**config.mk**
```make
export PLATFORM = sky130hd
export DESIGN_NAME = rfpll_regs
export DESIGN_NICKNAME = d
export VERILOG_FILES = /design/src/shared/rfpll_pkg.sv /design/src/verilog/rfpll_regs.sv /design/src/verilog/rfpll_reg8.sv /design/src/verilog/rfpll_cal_pulse.sv
export VERILOG_INCLUDE_DIRS = /design/src /design/src/shared
export SDC_FILE = /design/constraint.sdc
export NUM_CORES = 1
export LEC_CHECK = 0
export ABC_CLOCK_PERIOD_IN_PS = 2190
export BUFFER_PORTS_ARGS = -buffer_cell sky130_fd_sc_hd__buf_2
export CELL_PAD_IN_SITES_DETAIL_PLACEMENT = 0
export CELL_PAD_IN_SITES_GLOBAL_PLACEMENT = 1
export CORE_MARGIN = 2
export CORE_UTILIZATION = 42
export CTS_CLUSTER_SIZE = 20
export DETAILED_ROUTE_END_ITERATION = 12
export GPL_TIMING_DRIVEN = 0
export PLACE_DENSITY = 0.77
export SETUP_SLACK_MARGIN = 0.02
export SYNTH_ARGS = -nofsm -noshare
export SYNTH_HDL_FRONTEND = slang
export SYNTH_SLANG_ARGS = --single-unit
```
**constraint.sdc**
```tcl
create_clock -name core_clk -period 2.19 [get_ports core_clk]
set_input_delay 0.1095 -clock core_clk [delete_from_list [all_inputs] [get_ports core_clk]]
set_output_delay 0.1095 -clock core_clk [all_outputs]
set_load 0.01 [all_outputs]
```
**src/shared/rfpll_defines.svh**
```systemverilog
// Constants for the reference monitor and fractional loop control registers.
// Assumes inclusion by bare name from design and bench files.
`ifndef RFPLL_DEFINES_SVH
`define RFPLL_DEFINES_SVH

// ==========================================================
// Register addresses
`define RFPLL_ADDR_W 12
`define RFPLL_A_MON 12'h083
`define RFPLL_A_CTRL 12'h100
`define RFPLL_A_PATH 12'h101
`define RFPLL_A_CP 12'h102
`define RFPLL_A_LF 12'h103

// ==========================================================
// Writable masks and reset values
`define RFPLL_M_MON 8'hBF
`define RFPLL_M_CTRL 8'h0F
`define RFPLL_M_PATH 8'h0F
`define RFPLL_M_CP 8'hFF
`define RFPLL_M_LF 8'hC0
`define RFPLL_R_MON 8'h00
`define RFPLL_R_CTRL 8'h00
`define RFPLL_R_PATH 8'h01
`define RFPLL_R_CP 8'h8D
`define RFPLL_R_LF 8'hC0

// ==========================================================
// Field positions
`define RFPLL_B_MON_EN 7
`define RFPLL_B_MON_FREQ 5
`define RFPLL_B_MON_LOW 4
`define RFPLL_F_CARR_HI 3
`define RFPLL_F_CARR_LO 2
`define RFPLL_F_TOL_HI 1
`define RFPLL_F_TOL_LO 0
`define RFPLL_B_CAL 3
`define RFPLL_B_SYNC 2
`define RFPLL_B_PD 1
`define RFPLL_B_RST 0
`define RFPLL_B_DBL 3
`define RFPLL_F_MODE_HI 2
`define RFPLL_F_MODE_LO 1
`define RFPLL_B_SDM_PD 0
`define RFPLL_F_POLE_HI 7
`define RFPLL_F_POLE_LO 6
`define RFPLL_CP_UA_STEP 4

`endif

```
**src/shared/rfpll_pkg.sv**
```systemverilog
// Types for the reference monitor and fractional loop control registers.
// Assumes the defines header is on the include path.
package rfpll_pkg;
  // ==========================================================
  // Field encodings
  typedef enum logic [1:0] {
    RFPLL_CARR_10M = 2'h0,
    RFPLL_CARR_19M44 = 2'h1,
    RFPLL_CARR_25M = 2'h2,
    RFPLL_CARR_38M88 = 2'h3
  } rfpll_carr_t;
  typedef enum logic [1:0] {
    RFPLL_MODE_SINGLE = 2'h0,
    RFPLL_MODE_CASC = 2'h1,
    RFPLL_MODE_FIXDLY = 2'h2,
    RFPLL_MODE_RSVD = 2'h3
  } rfpll_mode_t;
  typedef enum logic [1:0] {
    RFPLL_CAL_IDLE = 2'h0,
    RFPLL_CAL_FIRE = 2'h1
  } rfpll_cal_st_t;
endpackage : rfpll_pkg

```
**src/verilog/rfpll_regs.sv**
```systemverilog
// Control registers for the reference monitor and fractional loop.
// Assumes a single-cycle software port; reads answer one cycle later.
`timescale 1ns/100ps
`default_nettype none
`include "rfpll_defines.svh"
module rfpll_regs
  import rfpll_pkg::*;
(
  input wire logic core_clk, // Clock, 100 MHz
  input wire logic rst, // Async reset, active high
  input wire logic [`RFPLL_ADDR_W-1:0] addr, // Register address
  input wire logic [7:0] wdata, // Write data
  input wire logic wr, // Write strobe
  input wire logic rd, // Read strobe
  output logic [7:0] rdata_q, // Read data, cycle after rd
  output logic mon_en_q, // Monitor active
  output logic mon_freq_q, // 0 25 MHz, 1 19.44 MHz inputs
  output logic mon_low_rate_q, // 8 kHz reference mode
  output logic [1:0] mon_carr_q, // Effective carrier code
  output logic [1:0] mon_tol_q, // Tolerance code
  output logic cal_start_q, // One-cycle calibration pulse
  output logic div_sync_q, // Hold loop dividers in sync
  output logic loop_pd_q, // Loop power-down
  output logic loop_rst_q, // Loop reset
  output logic dbl_en_q, // Doubler path select
  output logic [1:0] loop_mode_q, // Feedback path select
  output logic sdm_pd_q, // Sigma-delta power-down
  output logic [7:0] cp_code_q, // Pump current, 4 uA per step
  output logic [1:0] pole2_q // Pole-2 resistor code
);
  logic [7:0] mon_r;
  logic [7:0] ctrl_r;
  logic [7:0] path_r;
  logic [7:0] cp_r;
  logic [7:0] lf_r;
  logic cal_pulse;
  logic [7:0] rd_d;
  logic wr_mon;
  logic wr_ctrl;
  logic wr_path;
  logic wr_cp;
  logic wr_lf;
  logic addr_mapped;
  logic cal_rise_wr;

  // Reset images; output flops start where their register starts
  localparam logic [7:0] MON_RST = `RFPLL_R_MON;
  localparam logic [7:0] CTRL_RST = `RFPLL_R_CTRL;
  localparam logic [7:0] PATH_RST = `RFPLL_R_PATH;
  localparam logic [7:0] CP_RST = `RFPLL_R_CP;
  localparam logic [7:0] LF_RST = `RFPLL_R_LF;

  // ==========================================================
  // Address decode, shared by storage and checks
  assign wr_mon = wr && (addr == `RFPLL_A_MON);
  assign wr_ctrl = wr && (addr == `RFPLL_A_CTRL);
  assign wr_path = wr && (addr == `RFPLL_A_PATH);
  assign wr_cp = wr && (addr == `RFPLL_A_CP);
  assign wr_lf = wr && (addr == `RFPLL_A_LF);
  assign addr_mapped = (addr == `RFPLL_A_MON) || (addr == `RFPLL_A_CTRL) ||
                       (addr == `RFPLL_A_PATH) || (addr == `RFPLL_A_CP) ||
                       (addr == `RFPLL_A_LF);
  // A write that raises the stored calibration bit
  assign cal_rise_wr = wr_ctrl && wdata[`RFPLL_B_CAL] &&
                       !ctrl_r[`RFPLL_B_CAL];

  // ==========================================================
  // Register storage
  rfpll_reg8 #(.RST_VAL(`RFPLL_R_MON), .WR_MASK(`RFPLL_M_MON)) u_mon (
    .core_clk(core_clk), .rst(rst),
    .wr_en(wr_mon),
    .wr_data(wdata), .val_q(mon_r)
  );
  rfpll_reg8 #(.RST_VAL(`RFPLL_R_CTRL), .WR_MASK(`RFPLL_M_CTRL)) u_ctrl (
    .core_clk(core_clk), .rst(rst),
    .wr_en(wr_ctrl),
    .wr_data(wdata), .val_q(ctrl_r)
  );
  rfpll_reg8 #(.RST_VAL(`RFPLL_R_PATH), .WR_MASK(`RFPLL_M_PATH)) u_path (
    .core_clk(core_clk), .rst(rst),
    .wr_en(wr_path),
    .wr_data(wdata), .val_q(path_r)
  );
  rfpll_reg8 #(.RST_VAL(`RFPLL_R_CP), .WR_MASK(`RFPLL_M_CP)) u_cp (
    .core_clk(core_clk), .rst(rst),
    .wr_en(wr_cp),
    .wr_data(wdata), .val_q(cp_r)
  );
  // Only the pole-2 field lives here; other filter fields are elsewhere
  rfpll_reg8 #(.RST_VAL(`RFPLL_R_LF), .WR_MASK(`RFPLL_M_LF)) u_lf (
    .core_clk(core_clk), .rst(rst),
    .wr_en(wr_lf),
    .wr_data(wdata), .val_q(lf_r)
  );

  // ==========================================================
  // Calibration edge launcher
  rfpll_cal_pulse u_cal (
    .core_clk(core_clk), .rst(rst),
    .cal_bit(ctrl_r[`RFPLL_B_CAL]),
    .cal_start_q(cal_pulse)
  );

  // ==========================================================
  // Read mux; unmapped addresses read zero
  always_comb begin
    case (addr)
      `RFPLL_A_MON: rd_d = mon_r;
      `RFPLL_A_CTRL: rd_d = ctrl_r;
      `RFPLL_A_PATH: rd_d = path_r;
      `RFPLL_A_CP: rd_d = cp_r;
      `RFPLL_A_LF: rd_d = lf_r;
      default: rd_d = 8'h00;
    endcase
  end

  // Data valid only in the cycle after rd
  always_ff @(posedge core_clk or posedge rst) begin
    if (rst) begin
      rdata_q <= 8'h00;
    end else begin
      rdata_q <= rd ? rd_d : 8'h00;
    end
  end

  // ==========================================================
  // Monitor controls, registered again so outputs come from flops
  always_ff @(posedge core_clk or posedge rst) begin
    if (rst) begin
      mon_en_q <= MON_RST[`RFPLL_B_MON_EN];
      mon_freq_q <= MON_RST[`RFPLL_B_MON_FREQ];
      mon_low_rate_q <= MON_RST[`RFPLL_B_MON_LOW];
      mon_carr_q <= MON_RST[`RFPLL_F_CARR_HI:`RFPLL_F_CARR_LO];
      mon_tol_q <= MON_RST[`RFPLL_F_TOL_HI:`RFPLL_F_TOL_LO];
    end else begin
      mon_en_q <= mon_r[`RFPLL_B_MON_EN];
      mon_freq_q <= mon_r[`RFPLL_B_MON_FREQ];
      mon_low_rate_q <= mon_r[`RFPLL_B_MON_LOW];
      // Carrier code is masked while low rate overrides it
      mon_carr_q <= mon_r[`RFPLL_B_MON_LOW] ? 2'h0
                  : mon_r[`RFPLL_F_CARR_HI:`RFPLL_F_CARR_LO];
      mon_tol_q <= mon_r[`RFPLL_F_TOL_HI:`RFPLL_F_TOL_LO];
    end
  end

  // ==========================================================
  // Loop controls
  always_ff @(posedge core_clk or posedge rst) begin
    if (rst) begin
      cal_start_q <= 1'b0;
      div_sync_q <= CTRL_RST[`RFPLL_B_SYNC];
      loop_pd_q <= CTRL_RST[`RFPLL_B_PD];
      loop_rst_q <= CTRL_RST[`RFPLL_B_RST];
    end else begin
      cal_start_q <= cal_pulse;
      div_sync_q <= ctrl_r[`RFPLL_B_SYNC];
      loop_pd_q <= ctrl_r[`RFPLL_B_PD];
      loop_rst_q <= ctrl_r[`RFPLL_B_RST];
    end
  end

  // Path and filter; reserved loop mode passes through, analog ignores it
  always_ff @(posedge core_clk or posedge rst) begin
    if (rst) begin
      dbl_en_q <= PATH_RST[`RFPLL_B_DBL];
      loop_mode_q <= PATH_RST[`RFPLL_F_MODE_HI:`RFPLL_F_MODE_LO];
      sdm_pd_q <= PATH_RST[`RFPLL_B_SDM_PD];
      cp_code_q <= CP_RST;
      pole2_q <= LF_RST[`RFPLL_F_POLE_HI:`RFPLL_F_POLE_LO];
    end else begin
      dbl_en_q <= path_r[`RFPLL_B_DBL];
      loop_mode_q <= path_r[`RFPLL_F_MODE_HI:`RFPLL_F_MODE_LO];
      sdm_pd_q <= path_r[`RFPLL_B_SDM_PD];
      cp_code_q <= cp_r;
      pole2_q <= lf_r[`RFPLL_F_POLE_HI:`RFPLL_F_POLE_LO];
    end
  end

  // ==========================================================
  // Checks
  property p_mon_en;
    @(posedge core_clk) disable iff (rst)
    (wr && addr == `RFPLL_A_MON) |=> ##1 (mon_en_q == $past(wdata[7], 2));
  endproperty
  a_mon_en: assert property (p_mon_en) else $error("mon enable");

  property p_freq;
    @(posedge core_clk) disable iff (rst)
    (wr && addr == `RFPLL_A_MON) |=> ##1 (mon_freq_q == $past(wdata[5], 2));
  endproperty
  a_freq: assert property (p_freq) else $error("mon freq");

  property p_low_override;
    @(posedge core_clk) disable iff (rst)
    mon_low_rate_q |-> mon_carr_q == 2'h0;
  endproperty
  a_low_override: assert property (p_low_override) else $error("carr");

  property p_carr;
    @(posedge core_clk) disable iff (rst)
    (wr && addr == `RFPLL_A_MON && !wdata[4]) |=> ##1
      (mon_carr_q == $past(wdata[3:2], 2));
  endproperty
  a_carr: assert property (p_carr) else $error("carrier code");

  property p_tol;
    @(posedge core_clk) disable iff (rst)
    (wr && addr == `RFPLL_A_MON) |=> ##1 (mon_tol_q == $past(wdata[1:0], 2));
  endproperty
  a_tol: assert property (p_tol) else $error("tolerance");

  property p_cal_rise;
    @(posedge core_clk) disable iff (rst)
    (wr && addr == `RFPLL_A_CTRL && wdata[3] && !ctrl_r[3]) |=> ##2
      cal_start_q;
  endproperty
  a_cal_rise: assert property (p_cal_rise) else $error("no cal");

  property p_sync;
    @(posedge core_clk) disable iff (rst)
    (wr && addr == `RFPLL_A_CTRL) |=> ##1 (div_sync_q == $past(wdata[2], 2));
  endproperty
  a_sync: assert property (p_sync) else $error("sync");

  property p_pd_rst;
    @(posedge core_clk) disable iff (rst)
    (wr && addr == `RFPLL_A_CTRL) |=> ##1
      (loop_pd_q == $past(wdata[1], 2) && loop_rst_q == $past(wdata[0], 2));
  endproperty
  a_pd_rst: assert property (p_pd_rst) else $error("pd or reset");

  property p_path;
    @(posedge core_clk) disable iff (rst)
    (wr && addr == `RFPLL_A_PATH) |=> ##1
      ({dbl_en_q, loop_mode_q, sdm_pd_q} == $past(wdata[3:0], 2));
  endproperty
  a_path: assert property (p_path) else $error("path");

  property p_cp;
    @(posedge core_clk) disable iff (rst)
    (wr && addr == `RFPLL_A_CP) |=> ##1 (cp_code_q == $past(wdata, 2));
  endproperty
  a_cp: assert property (p_cp) else $error("pump");

  property p_pole;
    @(posedge core_clk) disable iff (rst)
    (wr && addr == `RFPLL_A_LF) |=> ##1 (pole2_q == $past(wdata[7:6], 2));
  endproperty
  a_pole: assert property (p_pole) else $error("pole2");

  property p_rsvd;
    @(posedge core_clk) disable iff (rst)
    rd && addr == `RFPLL_A_CTRL |=> rdata_q[7:4] == 4'h0;
  endproperty
  a_rsvd: assert property (p_rsvd) else $error("reserved");

  property p_rsvd_mon;
    @(posedge core_clk) disable iff (rst)
    rd && addr == `RFPLL_A_MON |=> (rdata_q & ~`RFPLL_M_MON) == 8'h00;
  endproperty
  a_rsvd_mon: assert property (p_rsvd_mon) else $error("mon rsvd");

  property p_rsvd_path;
    @(posedge core_clk) disable iff (rst)
    rd && addr == `RFPLL_A_PATH |=> (rdata_q & ~`RFPLL_M_PATH) == 8'h00;
  endproperty
  a_rsvd_path: assert property (p_rsvd_path) else $error("path rsvd");

  property p_rsvd_lf;
    @(posedge core_clk) disable iff (rst)
    rd && addr == `RFPLL_A_LF |=> (rdata_q & ~`RFPLL_M_LF) == 8'h00;
  endproperty
  a_rsvd_lf: assert property (p_rsvd_lf) else $error("filter rsvd");

  // Unmapped space reads as zero
  property p_unmap_rd;
    @(posedge core_clk) disable iff (rst)
    rd && !addr_mapped |=> rdata_q == 8'h00;
  endproperty
  a_unmap_rd: assert property (p_unmap_rd) else $error("unmapped rd");

  // Read data only stand in the cycle after a strobe
  property p_rd_idle;
    @(posedge core_clk) disable iff (rst)
    !rd |=> rdata_q == 8'h00;
  endproperty
  a_rd_idle: assert property (p_rd_idle) else $error("rd idle");

  // A stray write must not alias onto any register
  property p_stray_wr;
    @(posedge core_clk) disable iff (rst)
    wr && !addr_mapped |=> $stable(mon_r) && $stable(ctrl_r) &&
      $stable(path_r) && $stable(cp_r) && $stable(lf_r);
  endproperty
  a_stray_wr: assert property (p_stray_wr) else $error("stray");

  // No calibration pulse without a rising write three edges earlier
  property p_cal_only;
    @(posedge core_clk) disable iff (rst)
    cal_start_q |-> $past(cal_rise_wr, 3);
  endproperty
  a_cal_only: assert property (p_cal_only) else $error("spurious cal");

  property p_cal_hold;
    @(posedge core_clk) disable iff (rst)
    (wr_ctrl && wdata[`RFPLL_B_CAL] && ctrl_r[`RFPLL_B_CAL]) |=> ##2
      !cal_start_q;
  endproperty
  a_cal_hold: assert property (p_cal_hold) else $error("cal on hold");

  // Level outputs move only after a write to their register
  property p_mon_hold;
    @(posedge core_clk) disable iff (rst)
    !wr_mon |=> ##1 $stable({mon_en_q, mon_freq_q, mon_low_rate_q,
      mon_carr_q, mon_tol_q});
  endproperty
  a_mon_hold: assert property (p_mon_hold) else $error("mon drift");

  property p_ctrl_hold;
    @(posedge core_clk) disable iff (rst)
    !wr_ctrl |=> ##1
      $stable({div_sync_q, loop_pd_q, loop_rst_q});
  endproperty
  a_ctrl_hold: assert property (p_ctrl_hold) else $error("ctrl drift");

  property p_path_hold;
    @(posedge core_clk) disable iff (rst)
    !wr_path |=> ##1
      $stable({dbl_en_q, loop_mode_q, sdm_pd_q});
  endproperty
  a_path_hold: assert property (p_path_hold) else $error("path drift");

  property p_cp_hold;
    @(posedge core_clk) disable iff (rst)
    !wr_cp |=> ##1 $stable(cp_code_q);
  endproperty
  a_cp_hold: assert property (p_cp_hold) else $error("pump drift");

  property p_pole_hold;
    @(posedge core_clk) disable iff (rst)
    !wr_lf |=> ##1 $stable(pole2_q);
  endproperty
  a_pole_hold: assert property (p_pole_hold) else $error("pole drift");

  property p_carr_low;
    @(posedge core_clk) disable iff (rst)
    (wr_mon && wdata[`RFPLL_B_MON_LOW]) |=> ##1
      (mon_low_rate_q && mon_carr_q == 2'h0);
  endproperty
  a_carr_low: assert property (p_carr_low) else $error("low rate");

  c_cal: cover property (@(posedge core_clk) cal_start_q);
  c_low: cover property (@(posedge core_clk) mon_low_rate_q && mon_en_q);
  c_mode: cover property (@(posedge core_clk) loop_mode_q == 2'h2);
  c_stray: cover property (@(posedge core_clk) wr && !addr_mapped);
  c_wr_rd: cover property (@(posedge core_clk) wr_mon ##1 rd);
endmodule : rfpll_regs
`default_nettype wire

```
**src/verilog/rfpll_reg8.sv**
```systemverilog
// One 8-bit control register with a write mask.
// Assumes write strobe already qualified by address decode.
`timescale 1ns/100ps
`default_nettype none
module rfpll_reg8 #(
  parameter logic [7:0] RST_VAL = 8'h00,
  parameter logic [7:0] WR_MASK = 8'hFF
) (
  input wire logic core_clk, // Clock
  input wire logic rst, // Async reset
  input wire logic wr_en, // Write this register
  input wire logic [7:0] wr_data, // Write data
  output logic [7:0] val_q // Stored value
);
  // ==========================================================
  // Storage; reserved bits stay at reset value
  always_ff @(posedge core_clk or posedge rst) begin
    if (rst) begin
      val_q <= RST_VAL;
    end else if (wr_en) begin
      val_q <= (wr_data & WR_MASK) | (RST_VAL & ~WR_MASK);
    end
  end
endmodule : rfpll_reg8
`default_nettype wire

```
**src/verilog/rfpll_cal_pulse.sv**
```systemverilog
// Calibration launcher: one pulse per low-to-high of the calibration bit.
// Assumes the bit is a registered control level.
`timescale 1ns/100ps
`default_nettype none
module rfpll_cal_pulse
  import rfpll_pkg::*;
(
  input wire logic core_clk, // Clock
  input wire logic rst, // Async reset
  input wire logic cal_bit, // Calibration control level
  output logic cal_start_q // One-cycle start pulse
);
  rfpll_cal_st_t st_q;
  rfpll_cal_st_t st_d;
  logic prev_q;

  // ==========================================================
  // Previous level for edge detection
  always_ff @(posedge core_clk or posedge rst) begin
    if (rst) begin
      prev_q <= 1'b0;
    end else begin
      prev_q <= cal_bit;
    end
  end

  // Fire only on a fresh rise; a held bit does nothing more
  always_comb begin
    case (st_q)
      RFPLL_CAL_IDLE: st_d = (cal_bit && !prev_q) ? RFPLL_CAL_FIRE
                                                  : RFPLL_CAL_IDLE;
      RFPLL_CAL_FIRE: st_d = RFPLL_CAL_IDLE;
      default: st_d = RFPLL_CAL_IDLE;
    endcase
  end

  always_ff @(posedge core_clk or posedge rst) begin
    if (rst) begin
      st_q <= RFPLL_CAL_IDLE;
      cal_start_q <= 1'b0;
    end else begin
      st_q <= st_d;
      cal_start_q <= (st_d == RFPLL_CAL_FIRE);
    end
  end

  // ==========================================================
  // Checks
  property p_cal_once;
    @(posedge core_clk) disable iff (rst)
    cal_start_q |=> !cal_start_q;
  endproperty
  a_cal_once: assert property (p_cal_once) else $error("cal pulse long");
endmodule : rfpll_cal_pulse
`default_nettype wire

```
==> results of run 1 <==
[layout by cell type (no fill, tap or decap), types with 4 or more instances in the layout]
master                     Yosys  routed
sky130_fd_sc_hd__o22a_1        4       4
sky130_fd_sc_hd__nor2_1        8       8
sky130_fd_sc_hd__dfrtp_1      46      46
sky130_fd_sc_hd__a22oi_1       8       8
sky130_fd_sc_hd__buf_2         1      56
sky130_fd_sc_hd__nor2b_1       5       5
sky130_fd_sc_hd__mux2_2       18      18
sky130_fd_sc_hd__clkbuf_8      0      11
sky130_fd_sc_hd__clkinv_2      0       4
sky130_fd_sc_hd__mux2_1        8       8
sky130_fd_sc_hd__nand3_1       7       7
sky130_fd_sc_hd__dfstp_2      14      14
[metal layers]
layer | up-vias | share of wire, % | wire (microns)
met5 | - | 0 | 0
met4 | 0 | 2.3 | 104
met3 | 9 | 5.2 | 238
met2 | 48 | 50 | 2286
met1 | 706 | 43 | 1974
li1 | 650 | - | -
[power by group through the flow]
stage	clock network (uW)	logic, uW	registers, uW
3_5_place_dp	0	82.5	1140
3_3_place_gp	0	75.7	1140
4_1_cts	1010	87.0	1120
2_1_floorplan	0	33.5	1140
6_report	988	85.1	1120
5_1_grt	1060	95.6	1120
[worst paths after layout]
path | startpoint | slack, ns | end | cells past startpoint
min in group asynchronous | rst | 0.37 | mon_carr_q[0] | 3
max reg2reg | u_cp.val_q[2] | 1.16 | rdata_q[2] | 3
min reg2reg | u_cp.val_q[3] | 0.37 | cp_code_q[3] | 0
max in group asynchronous | rst | 1.20 | u_cp.val_q[3] | 4
min | wdata[5] | 0.02 | u_cp.val_q[5] | 2
max | addr[9] | 0.77 | u_ctrl.val_q[0] | 5
[area by class of cell]
cell class	instances	share of cell area (%)
timing repair buffer	59	11.57
multi-input combinational	77	23.31
clock inverter	5	1.779
inverter	1	0.1335
clock buffer	11	5.383
buffer	3	0.7117
tap	70	3.114
sequential	60	54.00
[sequential cells by signal (all words and copies together), names as in the netlist, 2 cells and up]
name	cells
u_path.val_q	4
cp_code_q	8
u_lf.val_q	2
u_cp.val_q	8
mon_tol_q	2
u_ctrl.val_q	4
rdata_q	8
loop_mode_q	2
mon_carr_q	2
pole2_q	2
u_mon.val_q	7
[through the flow]
stage | hold WS (ns) | total power, uW | setup slack [ns] | std cells
6_report | 0.02112 | 2190 | 0.7717 | 286
5_1_grt | 0.02028 | 2276 | 0.6843 | 286
4_1_cts | 0.001929 | 2218 | 0.7735 | 286
3_5_place_dp | 0.1770 | 1219 | 0.4126 | 267
3_3_place_gp | 0.3438 | 1212 | 0.07577 | 266
2_1_floorplan | 0.2442 | 1170 | 0.6190 | 141
[cell families (layout without fill, tap and decap cells)]
logic type             Yosys count  in the layout  synth area share (%)
buffers and inverters            4             79                 1.081
muxes                           27             27                 13.77
DFF                             60             60                 69.09
AOI/OAI and AO/OA               16             16                 5.521
and+or+nand+nor                 34             34                 10.53
[worst max-delay path, delay by kind of cell]
kind	cells	cell delay, ns
mux	1	0.39
simple gates	3	1.02
buf+inv	1	0.11
[timing repair]
| action | in CTS | in global routing |
|---|---|---|
| buffers inserted | 0 | 0 |
| resized for setup | 0 | 0 |
| endpoints found under the hold margin | 21 | 0 |
| hold buffers | 3 | 0 |
==> flow_summary.ini, run 1 <==
[status]
outcome = complete, no violations

[clock_tree]
clock_tree.htree_level_count = 3
clk_lat_worst_skew_ns = 0.33
cts_max_path_buffers = 2
clkSinkCount = 60
cts-root-buf = sky130_fd_sc_hd__clkbuf_8
cts_buffers = 9
tritoncts_clock_tree = yes
cts.reportedPaths.clkPinSlew_ns = 0.07

[detailed_routing]
drt-pass1-iter-count = 5
ant_nets = 0
remaining_drc_errors = 0
first_iter_violations = 66
drt_wl_cell_microns = 16.09
route.final.wire_length_microns = 4602
detailroute.via_count = 1413
vias_per_cell = 4.941

[yosys]
synth_sequential_area_ratio_pct = 69.10
synth_fp_nets = 165
synthFlopType = sky130_fd_sc_hd__dfrtp_1
synth-edff-count = 0
yosys.cell_types.count = 28
synthTopCellsByCount = sky130_fd_sc_hd__dfrtp_1, sky130_fd_sc_hd__mux2_2, sky130_fd_sc_hd__dfstp_2
synth.area.top_cells = sky130_fd_sc_hd__dfrtp_1, sky130_fd_sc_hd__dfstp_2, sky130_fd_sc_hd__mux2_2
avgSynthCellArea_sq_um = 15.59
syn_inst = 141
synth.cell_area_sq_um = 2198
synth_top_area_share_pct = 52.36
synth_largest_area_cell = sky130_fd_sc_hd__dfrtp_1
post_synth_arst_share_pct = 100.0
post-synth-top-count-cell = sky130_fd_sc_hd__dfrtp_1
synth-warning-count = 0
postSynthRegisterBits = 60

[final_layout]
n_antenna_cell = 0
finish.utilization_pct = 55.42
finalNetCount = 235
multi_input_comb_area_sq_um = 655.6
stdcell_area_sq_um = 2813
fillers = 457
footprint_of_the_flip_flops_and_latches_sq_um = 1519
area_growth_pct = 27.95
final_layout_size_suffix_gt1_share_pct = 51.85

[global_route]
grt_usage_pct = 17.70
grt_start_max_net_pins = 37
grt_overflow = 0
met1_demand_to_capacity_share_in_global_routing_pct = 22.48
grt_most_used_layer = met2
grt_pass1_wl_microns = 7741
grt.met3_usage_pct = 3.910
grtUsageMet2_pct = 27.43
antenna_found_initial = 0
vias_in_the_first_global_route = 1486

[pwr]
net-switching-power_uw = 463.9
seq_power_share_pct = 51.0
power.ir.vdd_worst_mv = 0.4614
clock_power_share_pct = 45.1
swShare_pct = 21.19
comb_power_share_pct = 3.9
intPower_uw = 1726
total_power_per_unit_cell_area_nw_per_um2 = 778.5
p_leak_uw = 0.001447

[floorplanning]
dieHeight_microns = 76.35
initial_utilization_pct = 43.32
core_sq_um = 5075
die_w_microns = 76.35
rows = 26
ioPinCount = 57
floorplan.die_area_sq_um = 5829

[placed_design]
finalWeightedCongestion = 0.7646
detailed_place.area_sq_um = 2581
place.port_buffers = 55
dpl.hpwl_microns = 3214

[critical_path]
timing.critical_path.from_type = primary input
critical-path-max-stage-delay_ns = 0.39
critPathKind = in -> reg
required_ns = 2.41
critical_path.max_fanout = 6
cpMaxStageDelayCell = sky130_fd_sc_hd__mux2_2
critical_path_arrival_ns = 1.64
sort_of_element_at_the_end_of_the_critical_path = flop
timing.critical_path.cells = buf_2 > nor4_4 > nand4_1 > nor3_2 > mux2_2

[timing]
grt_setup_unrepaired = no
setup_viol = 0
max_freq_mhz = 705.1
count_of_final_hold_check_violations = 0
drv_slew = 0
maxSlewHeadroom_pct = 45.11
tightest_slew_ns = 0.8119
tns_ns = 0
layout_min_cycle_time_ns = 1.418
final_min_period_over_clock_period_pct = 64.76
final.setup_skew_ns = 0.005352

[flow_run]
max_capacitance_violation_count = 0

[min_path]
min_path_type = in -> reg
No activity file was read; power rests on OpenSTA's default activity.
==> run 2, diff against run 1 <==
--- a/config.mk
+++ b/config.mk
@@ -6,16 +6,17 @@
 export SDC_FILE = /design/constraint.sdc
 export NUM_CORES = 1
 export LEC_CHECK = 0
-export ABC_CLOCK_PERIOD_IN_PS = 2190
+export ABC_AREA = 1
+export ABC_CLOCK_PERIOD_IN_PS = 1250
 export BUFFER_PORTS_ARGS = -buffer_cell sky130_fd_sc_hd__buf_2
 export CELL_PAD_IN_SITES_DETAIL_PLACEMENT = 0
 export CELL_PAD_IN_SITES_GLOBAL_PLACEMENT = 1
 export CORE_MARGIN = 2
-export CORE_UTILIZATION = 42
+export CORE_UTILIZATION = 36
 export CTS_CLUSTER_SIZE = 20
 export DETAILED_ROUTE_END_ITERATION = 12
 export GPL_TIMING_DRIVEN = 0
-export PLACE_DENSITY = 0.77
+export PLACE_DENSITY = 0.73
 export SETUP_SLACK_MARGIN = 0.02
 export SYNTH_ARGS = -nofsm -noshare
 export SYNTH_HDL_FRONTEND = slang
==> constraint.sdc (replaced) <==
create_clock -name core_clk -period 1.25 [get_ports core_clk]
set_input_delay 0.0625 -clock core_clk [delete_from_list [all_inputs] [get_ports core_clk]]
set_output_delay 0.0625 -clock core_clk [all_outputs]
set_load 0.01 [all_outputs]
==> run 2 against run 1 <==
  * Global-route usage shrank 2.0 points
  * Synthesized area increased by 6.7%
  * Sequential power up 75%
  * Clock power rose by 81%
==> flow_summary.ini, run 2 <==
[status]
outcome = complete, no violations

[placed_design]
detailed_place.area_sq_um = 2725
finalWeightedCongestion = 0.7658
place.port_buffers = 56
pre_cts_ws_ns = -0.1508
dpl.hpwl_microns = 3395

[critical_path]
cp_top_family = flip-flops
critical_path.max_fanout = 1
sort_of_element_at_the_end_of_the_critical_path = output port
worst_r2r_startpoint = u_cp.val_q[2]
critPathKind = reg -> out
timing.critical_path.cells = buf_2
ff2ff_setup_slack_ns = 0.32
worstRegToRegCells = 4
worst_r2r_endpoint = rdata_q[2]
timing.critical_path.from_type = flop
critical-path-max-stage-delay_ns = 0.52
critical_path_arrival_ns = 0.99
cpMaxStageDelayCell = sky130_fd_sc_hd__dfstp_2
required_ns = 1.19
timing.critical_path.buf_inv = 1

[clock_tree]
tritoncts_clock_tree = yes
cts-root-buf = sky130_fd_sc_hd__clkbuf_8
post_cts_buffers = 0
cts_buffers = 9
clk_lat_worst_skew_ns = 0.35
cts_max_path_buffers = 2
clock_tree.htree_level_count = 3
clkSinkCount = 60
cts.reportedPaths.clkPinSlew_ns = 0.07

[yosys]
post_synth_arst_share_pct = 100.0
synth.cell_area_sq_um = 2345
synth_sequential_area_ratio_pct = 64.78
synth.area.top_cells = sky130_fd_sc_hd__dfrtp_1, sky130_fd_sc_hd__dfstp_2, sky130_fd_sc_hd__nand2_1
syn_inst = 213
post-synth-top-count-cell = sky130_fd_sc_hd__dfrtp_1
synth_largest_area_cell = sky130_fd_sc_hd__dfrtp_1
avgSynthCellArea_sq_um = 11.01
synth-warning-count = 0
yosys.cell_types.count = 26
synthFlopType = sky130_fd_sc_hd__dfrtp_1
synth-edff-count = 0
synth_fp_nets = 237
synthTopCellsByCount = sky130_fd_sc_hd__dfrtp_1, sky130_fd_sc_hd__nand2_1, sky130_fd_sc_hd__nand3_1
synth_top_area_share_pct = 49.09
postSynthRegisterBits = 60

[detailed_routing]
route.final.wire_length_microns = 4973
drt-pass1-iter-count = 4
remaining_drc_errors = 0
vias_per_cell = 4.621
drt_wl_cell_microns = 13.55
ant_nets = 0
first_iter_violations = 81
detailroute.via_count = 1696

[timing]
count_of_final_hold_check_violations = 0
max_freq_mhz = 951.6
final.setup_skew_ns = 0.004357
drv_slew = 0
final_min_period_over_clock_period_pct = 84.07
setup_viol = 0
grt_setup_unrepaired = no
final_critical_path_setup_slack_ns = 0.1992
maxSlewHeadroom_pct = 62.06
tightest_slew_ns = 0.5678
layout_min_cycle_time_ns = 1.051

[pwr]
seq_power_share_pct = 50.0
total_power_per_unit_cell_area_nw_per_um2 = 1311
p_leak_uw = 0.001551
clock_power_share_pct = 45.7
comb_power_share_pct = 4.3
swShare_pct = 22.51
intPower_uw = 3035
net-switching-power_uw = 881.4
power.ir.vdd_worst_mv = 0.6883
overall_power_after_layout_uw = 3916

[min_path]
worstHoldStart = wdata[7]
min_path_type = in -> reg
min_to = u_cp.val_q[7]
timing.hold.worst_path_depth = 3

[flow_run]
max_capacitance_violation_count = 0

[global_route]
grt_pass1_wl_microns = 8355
grt_usage_pct = 15.67
grt_start_max_net_pins = 61
antenna_found_initial = 0
grt_overflow = 0
vias_in_the_first_global_route = 1668

[final_layout]
stdcell_area_sq_um = 2988
n_antenna_cell = 0
fillers = 613
area_growth_pct = 27.43
final_cell_mix = sky130_fd_sc_hd__buf_2, sky130_fd_sc_hd__dfrtp_1, sky130_fd_sc_hd__nand2_1
largest_registers = cp_code_q (8), rdata_q (8), u_cp.val_q (8)
finish.utilization_pct = 47.32
finalNetCount = 309
layout.cells.most_common = sky130_fd_sc_hd__buf_2
final_layout_size_suffix_gt1_share_pct = 41.03

[floorplanning]
rows = 29
initial_utilization_pct = 37.14
dieHeight_microns = 84.71
floorplan.die_area_sq_um = 7175
ioPinCount = 57
die_w_microns = 84.71
core_sq_um = 6314
[run 2: cell types whose count changed in the layout (fill, tap and decap cells not counted), sizes merged, moves of 3 or more]
cell   before  now
a22oi       8    0
inv         1   18
mux2       26    0
nand2       1   47
nand3       7   26
nor2        8   21
nor2b       5    0
nor4b       3    0
o21ai       0   25
o22a        4    0
[run 2: through the flow]
step                TNS, ns  instances  hold WS (ns)
CTS                       0        365      0.008665
finish                    0        367      0.009171
global placement    -0.7002        346        0.3452
detailed placement   -1.165        346        0.3474
global route              0        367     0.0008469
floorplan                 0        213        0.1632
[run 2: power by group through the flow]
stage	Clock (uW)	Sequential, uW	Combinational, uW
final	1790	1960	170
after global routing	1950	1960	194
after CTS	1830	1960	166
after detailed placement	0	1990	159
after global placement	0	1990	157
after floorplan	0	1990	82.5
[run 2: worst max-delay path by stage]
stage	from	endpoint	cells after the start
after CTS	cp_code_q[0]	cp_code_q[0]	1
after floorplan	addr[2]	u_cp.val_q[1]	7
final	cp_code_q[0]	cp_code_q[0]	1
after global routing	addr[2]	u_cp.val_q[1]	8
after global placement	addr[2]	u_cp.val_q[1]	8
after detailed placement	addr[2]	u_cp.val_q[1]	8
[run 2: logic make-up after synthesis]
group,count (synthesis),synth area share (%)
simple gates,101,22.63
buf+inv,24,5.335
flops,60,64.78
compound gates,28,7.257
[run 2: per-layer routing]
layer | global-route usage, % | part of all wire, %
met2 | 22.76 | 47
met5 | 0 | 0
met1 | 21.10 | 45
met3 | 5.113 | 5.6
met4 | 7.792 | 2.4
[run 2: what timing repair did]
item	4_1_cts	5_1_grt
resized for setup	0	0
hold buffers	3	1
hold endpoints to repair	6	21
[run 2: final cells by class]
type | instances | area, sq um | area share (%)
plain buffers | 4 | 48.80 | 1.633
clock buffers | 12 | 155.1 | 5.193
clock inverters | 4 | 47.55 | 1.591
inverters | 20 | 80.08 | 2.680
multi-input cells | 129 | 700.7 | 23.45
flip-flops and latches | 60 | 1519 | 50.84
well taps | 77 | 96.34 | 3.224
repair buffers | 61 | 340.3 | 11.39
==> run 3, diff against run 2 <==
--- a/config.mk
+++ b/config.mk
@@ -7,7 +7,7 @@
 export NUM_CORES = 1
 export LEC_CHECK = 0
 export ABC_AREA = 1
-export ABC_CLOCK_PERIOD_IN_PS = 1250
+export ABC_CLOCK_PERIOD_IN_PS = 900
 export BUFFER_PORTS_ARGS = -buffer_cell sky130_fd_sc_hd__buf_2
 export CELL_PAD_IN_SITES_DETAIL_PLACEMENT = 0
 export CELL_PAD_IN_SITES_GLOBAL_PLACEMENT = 1
==> constraint.sdc (replaced) <==
create_clock -name core_clk -period 0.9 [get_ports core_clk]
set_input_delay 0.045 -clock core_clk [delete_from_list [all_inputs] [get_ports core_clk]]
set_output_delay 0.045 -clock core_clk [all_outputs]
set_load 0.01 [all_outputs]
==> run 3 against run 2 <==
  * Via count grew 3.0%
  * The run now ends with hold timing, setup timing left
  * Wire length grew 4.3%
  * Critical endpoint is now cp_code_q[2]
  * Clock skew grew 0.0035 ns
  * Cell count grew 3.3%
  * Combinational power grew 69%
  * Count of clock-buffer cells in the layout shrank 3
  * Register-to-register slack lost 0.31 ns
==> flow_summary.ini, run 3 (synthesis gave the netlist of run 2 again) <==
[timing]
tns_ns = -0.7487
grt_setup_unrepaired = yes
holdWs_ns = -0.2065
count_of_final_hold_check_violations = 23
final.setup_skew_ns = 0.007885
max_freq_mhz = 980.3
maxSlewHeadroom_pct = 56.61
layout_min_cycle_time_ns = 1.020
final_critical_path_setup_slack_ns = -0.1201
setup_viol = 7
tightest_slew_ns = 0.6494
drv_slew = 0
final_min_period_over_clock_period_pct = 113.3

[critical_path]
cpMaxStageDelayCell = sky130_fd_sc_hd__dfstp_2
critical-path-max-stage-delay_ns = 0.54
cp_top_family = flip-flops
sort_of_element_at_the_end_of_the_critical_path = output port
critical_path_arrival_ns = 0.98
critical_path.max_fanout = 1
timing.critical_path.from_type = flop
required_ns = 0.85
timing.critical_path.buf_inv = 1
timing.critical_path.cells = buf_6
critPathKind = reg -> out

[placed_design]
finalWeightedCongestion = 0.7489
place.port_buffers = 56
dpl.hpwl_microns = 3466
pre_cts_ws_ns = -0.5531

[pwr]
total_power_per_unit_cell_area_nw_per_um2 = 1710
overall_power_after_layout_uw = 5604
p_leak_uw = 0.001655
power.ir.vdd_worst_mv = 1.142

[floorplanning]
initial_utilization_pct = 37.14
die_w_microns = 84.71
floorplan.die_area_sq_um = 7175
rows = 29
core_sq_um = 6314
dieHeight_microns = 84.71
ioPinCount = 57

[global_route]
grt_usage_pct = 14.90
grt_overflow = 0
grt_pass1_wl_microns = 8114
vias_in_the_first_global_route = 1685
antenna_found_initial = 0
grt_start_max_net_pins = 61

[detailed_routing]
drt-pass1-iter-count = 4
remaining_drc_errors = 0
ant_nets = 0
route.final.wire_length_microns = 5187
first_iter_violations = 91
drt_wl_cell_microns = 13.69
vias_per_cell = 4.609
detailroute.via_count = 1747

[status]
failed_checks = hold timing, setup timing
outcome = finished with violations

[final_layout]
finalNetCount = 321
n_antenna_cell = 0
final_cell_mix = sky130_fd_sc_hd__buf_2, sky130_fd_sc_hd__dfrtp_1, sky130_fd_sc_hd__nand2_1
layout.cells.most_common = sky130_fd_sc_hd__buf_2
area_growth_pct = 39.81
final_layout_size_suffix_gt1_share_pct = 48.68
largest_registers = cp_code_q (8), rdata_q (8), u_cp.val_q (8)

[clock_tree]
clock_tree.htree_level_count = 3
cts-root-buf = sky130_fd_sc_hd__clkbuf_8
cts_buffers = 9
clkSinkCount = 60
clk_lat_worst_skew_ns = 0.34
tritoncts_clock_tree = yes
cts.hold.buffers_added = 4
cts.reportedPaths.clkPinSlew_ns = 0.07
cts_max_path_buffers = 2

[min_path]
min_path_type = in -> async

[flow_run]
max_capacitance_violation_count = 0
[run 3: cell count changes in the layout (fill, tap and decap cells not counted), moves of 5 or more]
cell and change:
sky130_fd_sc_hd__nand3_2 +5, sky130_fd_sc_hd__nand3_1 -6, sky130_fd_sc_hd__buf_4 +11, sky130_fd_sc_hd__buf_6 +6, sky130_fd_sc_hd__buf_2 -8
[run 3: metrics by stage]
step	util, %	instance area, sq um	instances
after floorplan	-	2426	213
final	51.92	3278	379
after global routing	51.92	3278	379
after CTS	49.72	3139	370
after global placement	44.39	2803	346
after detailed placement	44.39	2803	346
[run 3: path summary, 6_finish.rpt]
check,startpoint,endpoint,depth (start not counted),slack [ns]
setup / recovery,cp_code_q[2],cp_code_q[2],1,-0.12
hold / removal,rst,u_mon.val_q[7],2,-0.21
setup reg to reg,u_path.val_q[0],rdata_q[0],4,0.01
hold reg to reg,u_cp.val_q[0],cp_code_q[0],0,0.38
max in group asynchronous,rst,u_cp.val_q[3],3,0.49
min in group core_clk,wdata[3],u_cp.val_q[3],3,0
[run 3: layer usage]
metal,vias to the layer above,track usage (%),part of all wire (%)
met5,-,0,0
met4,0,7.792,1.6
met3,9,3.736,4.7
met2,47,22.83,48
met1,836,19.59,45
li1,855,-,-
[run 3: area by class of cell]
type	instances	area [sq um]
timing repair buffer	73	480.5
clock inverter	7	91.34
tap	77	96.34
inverter	20	115.1
buffer	4	56.30
multi-input combinational	129	795.8
sequential	60	1519
clock buffer	9	123.9
fill	581	3035
[run 3: where the power goes]
part,internal [uW],switching [uW]
logic,104,184
registers,2710,6.04
clock network,1550,1050
[run 3: timing repair]
action,CTS,global route
hold endpoints to repair,7,23
endpoints found under the setup margin,45,53
setup buffers,4,8
gates resized for setup,9,14
pin swaps,3,7
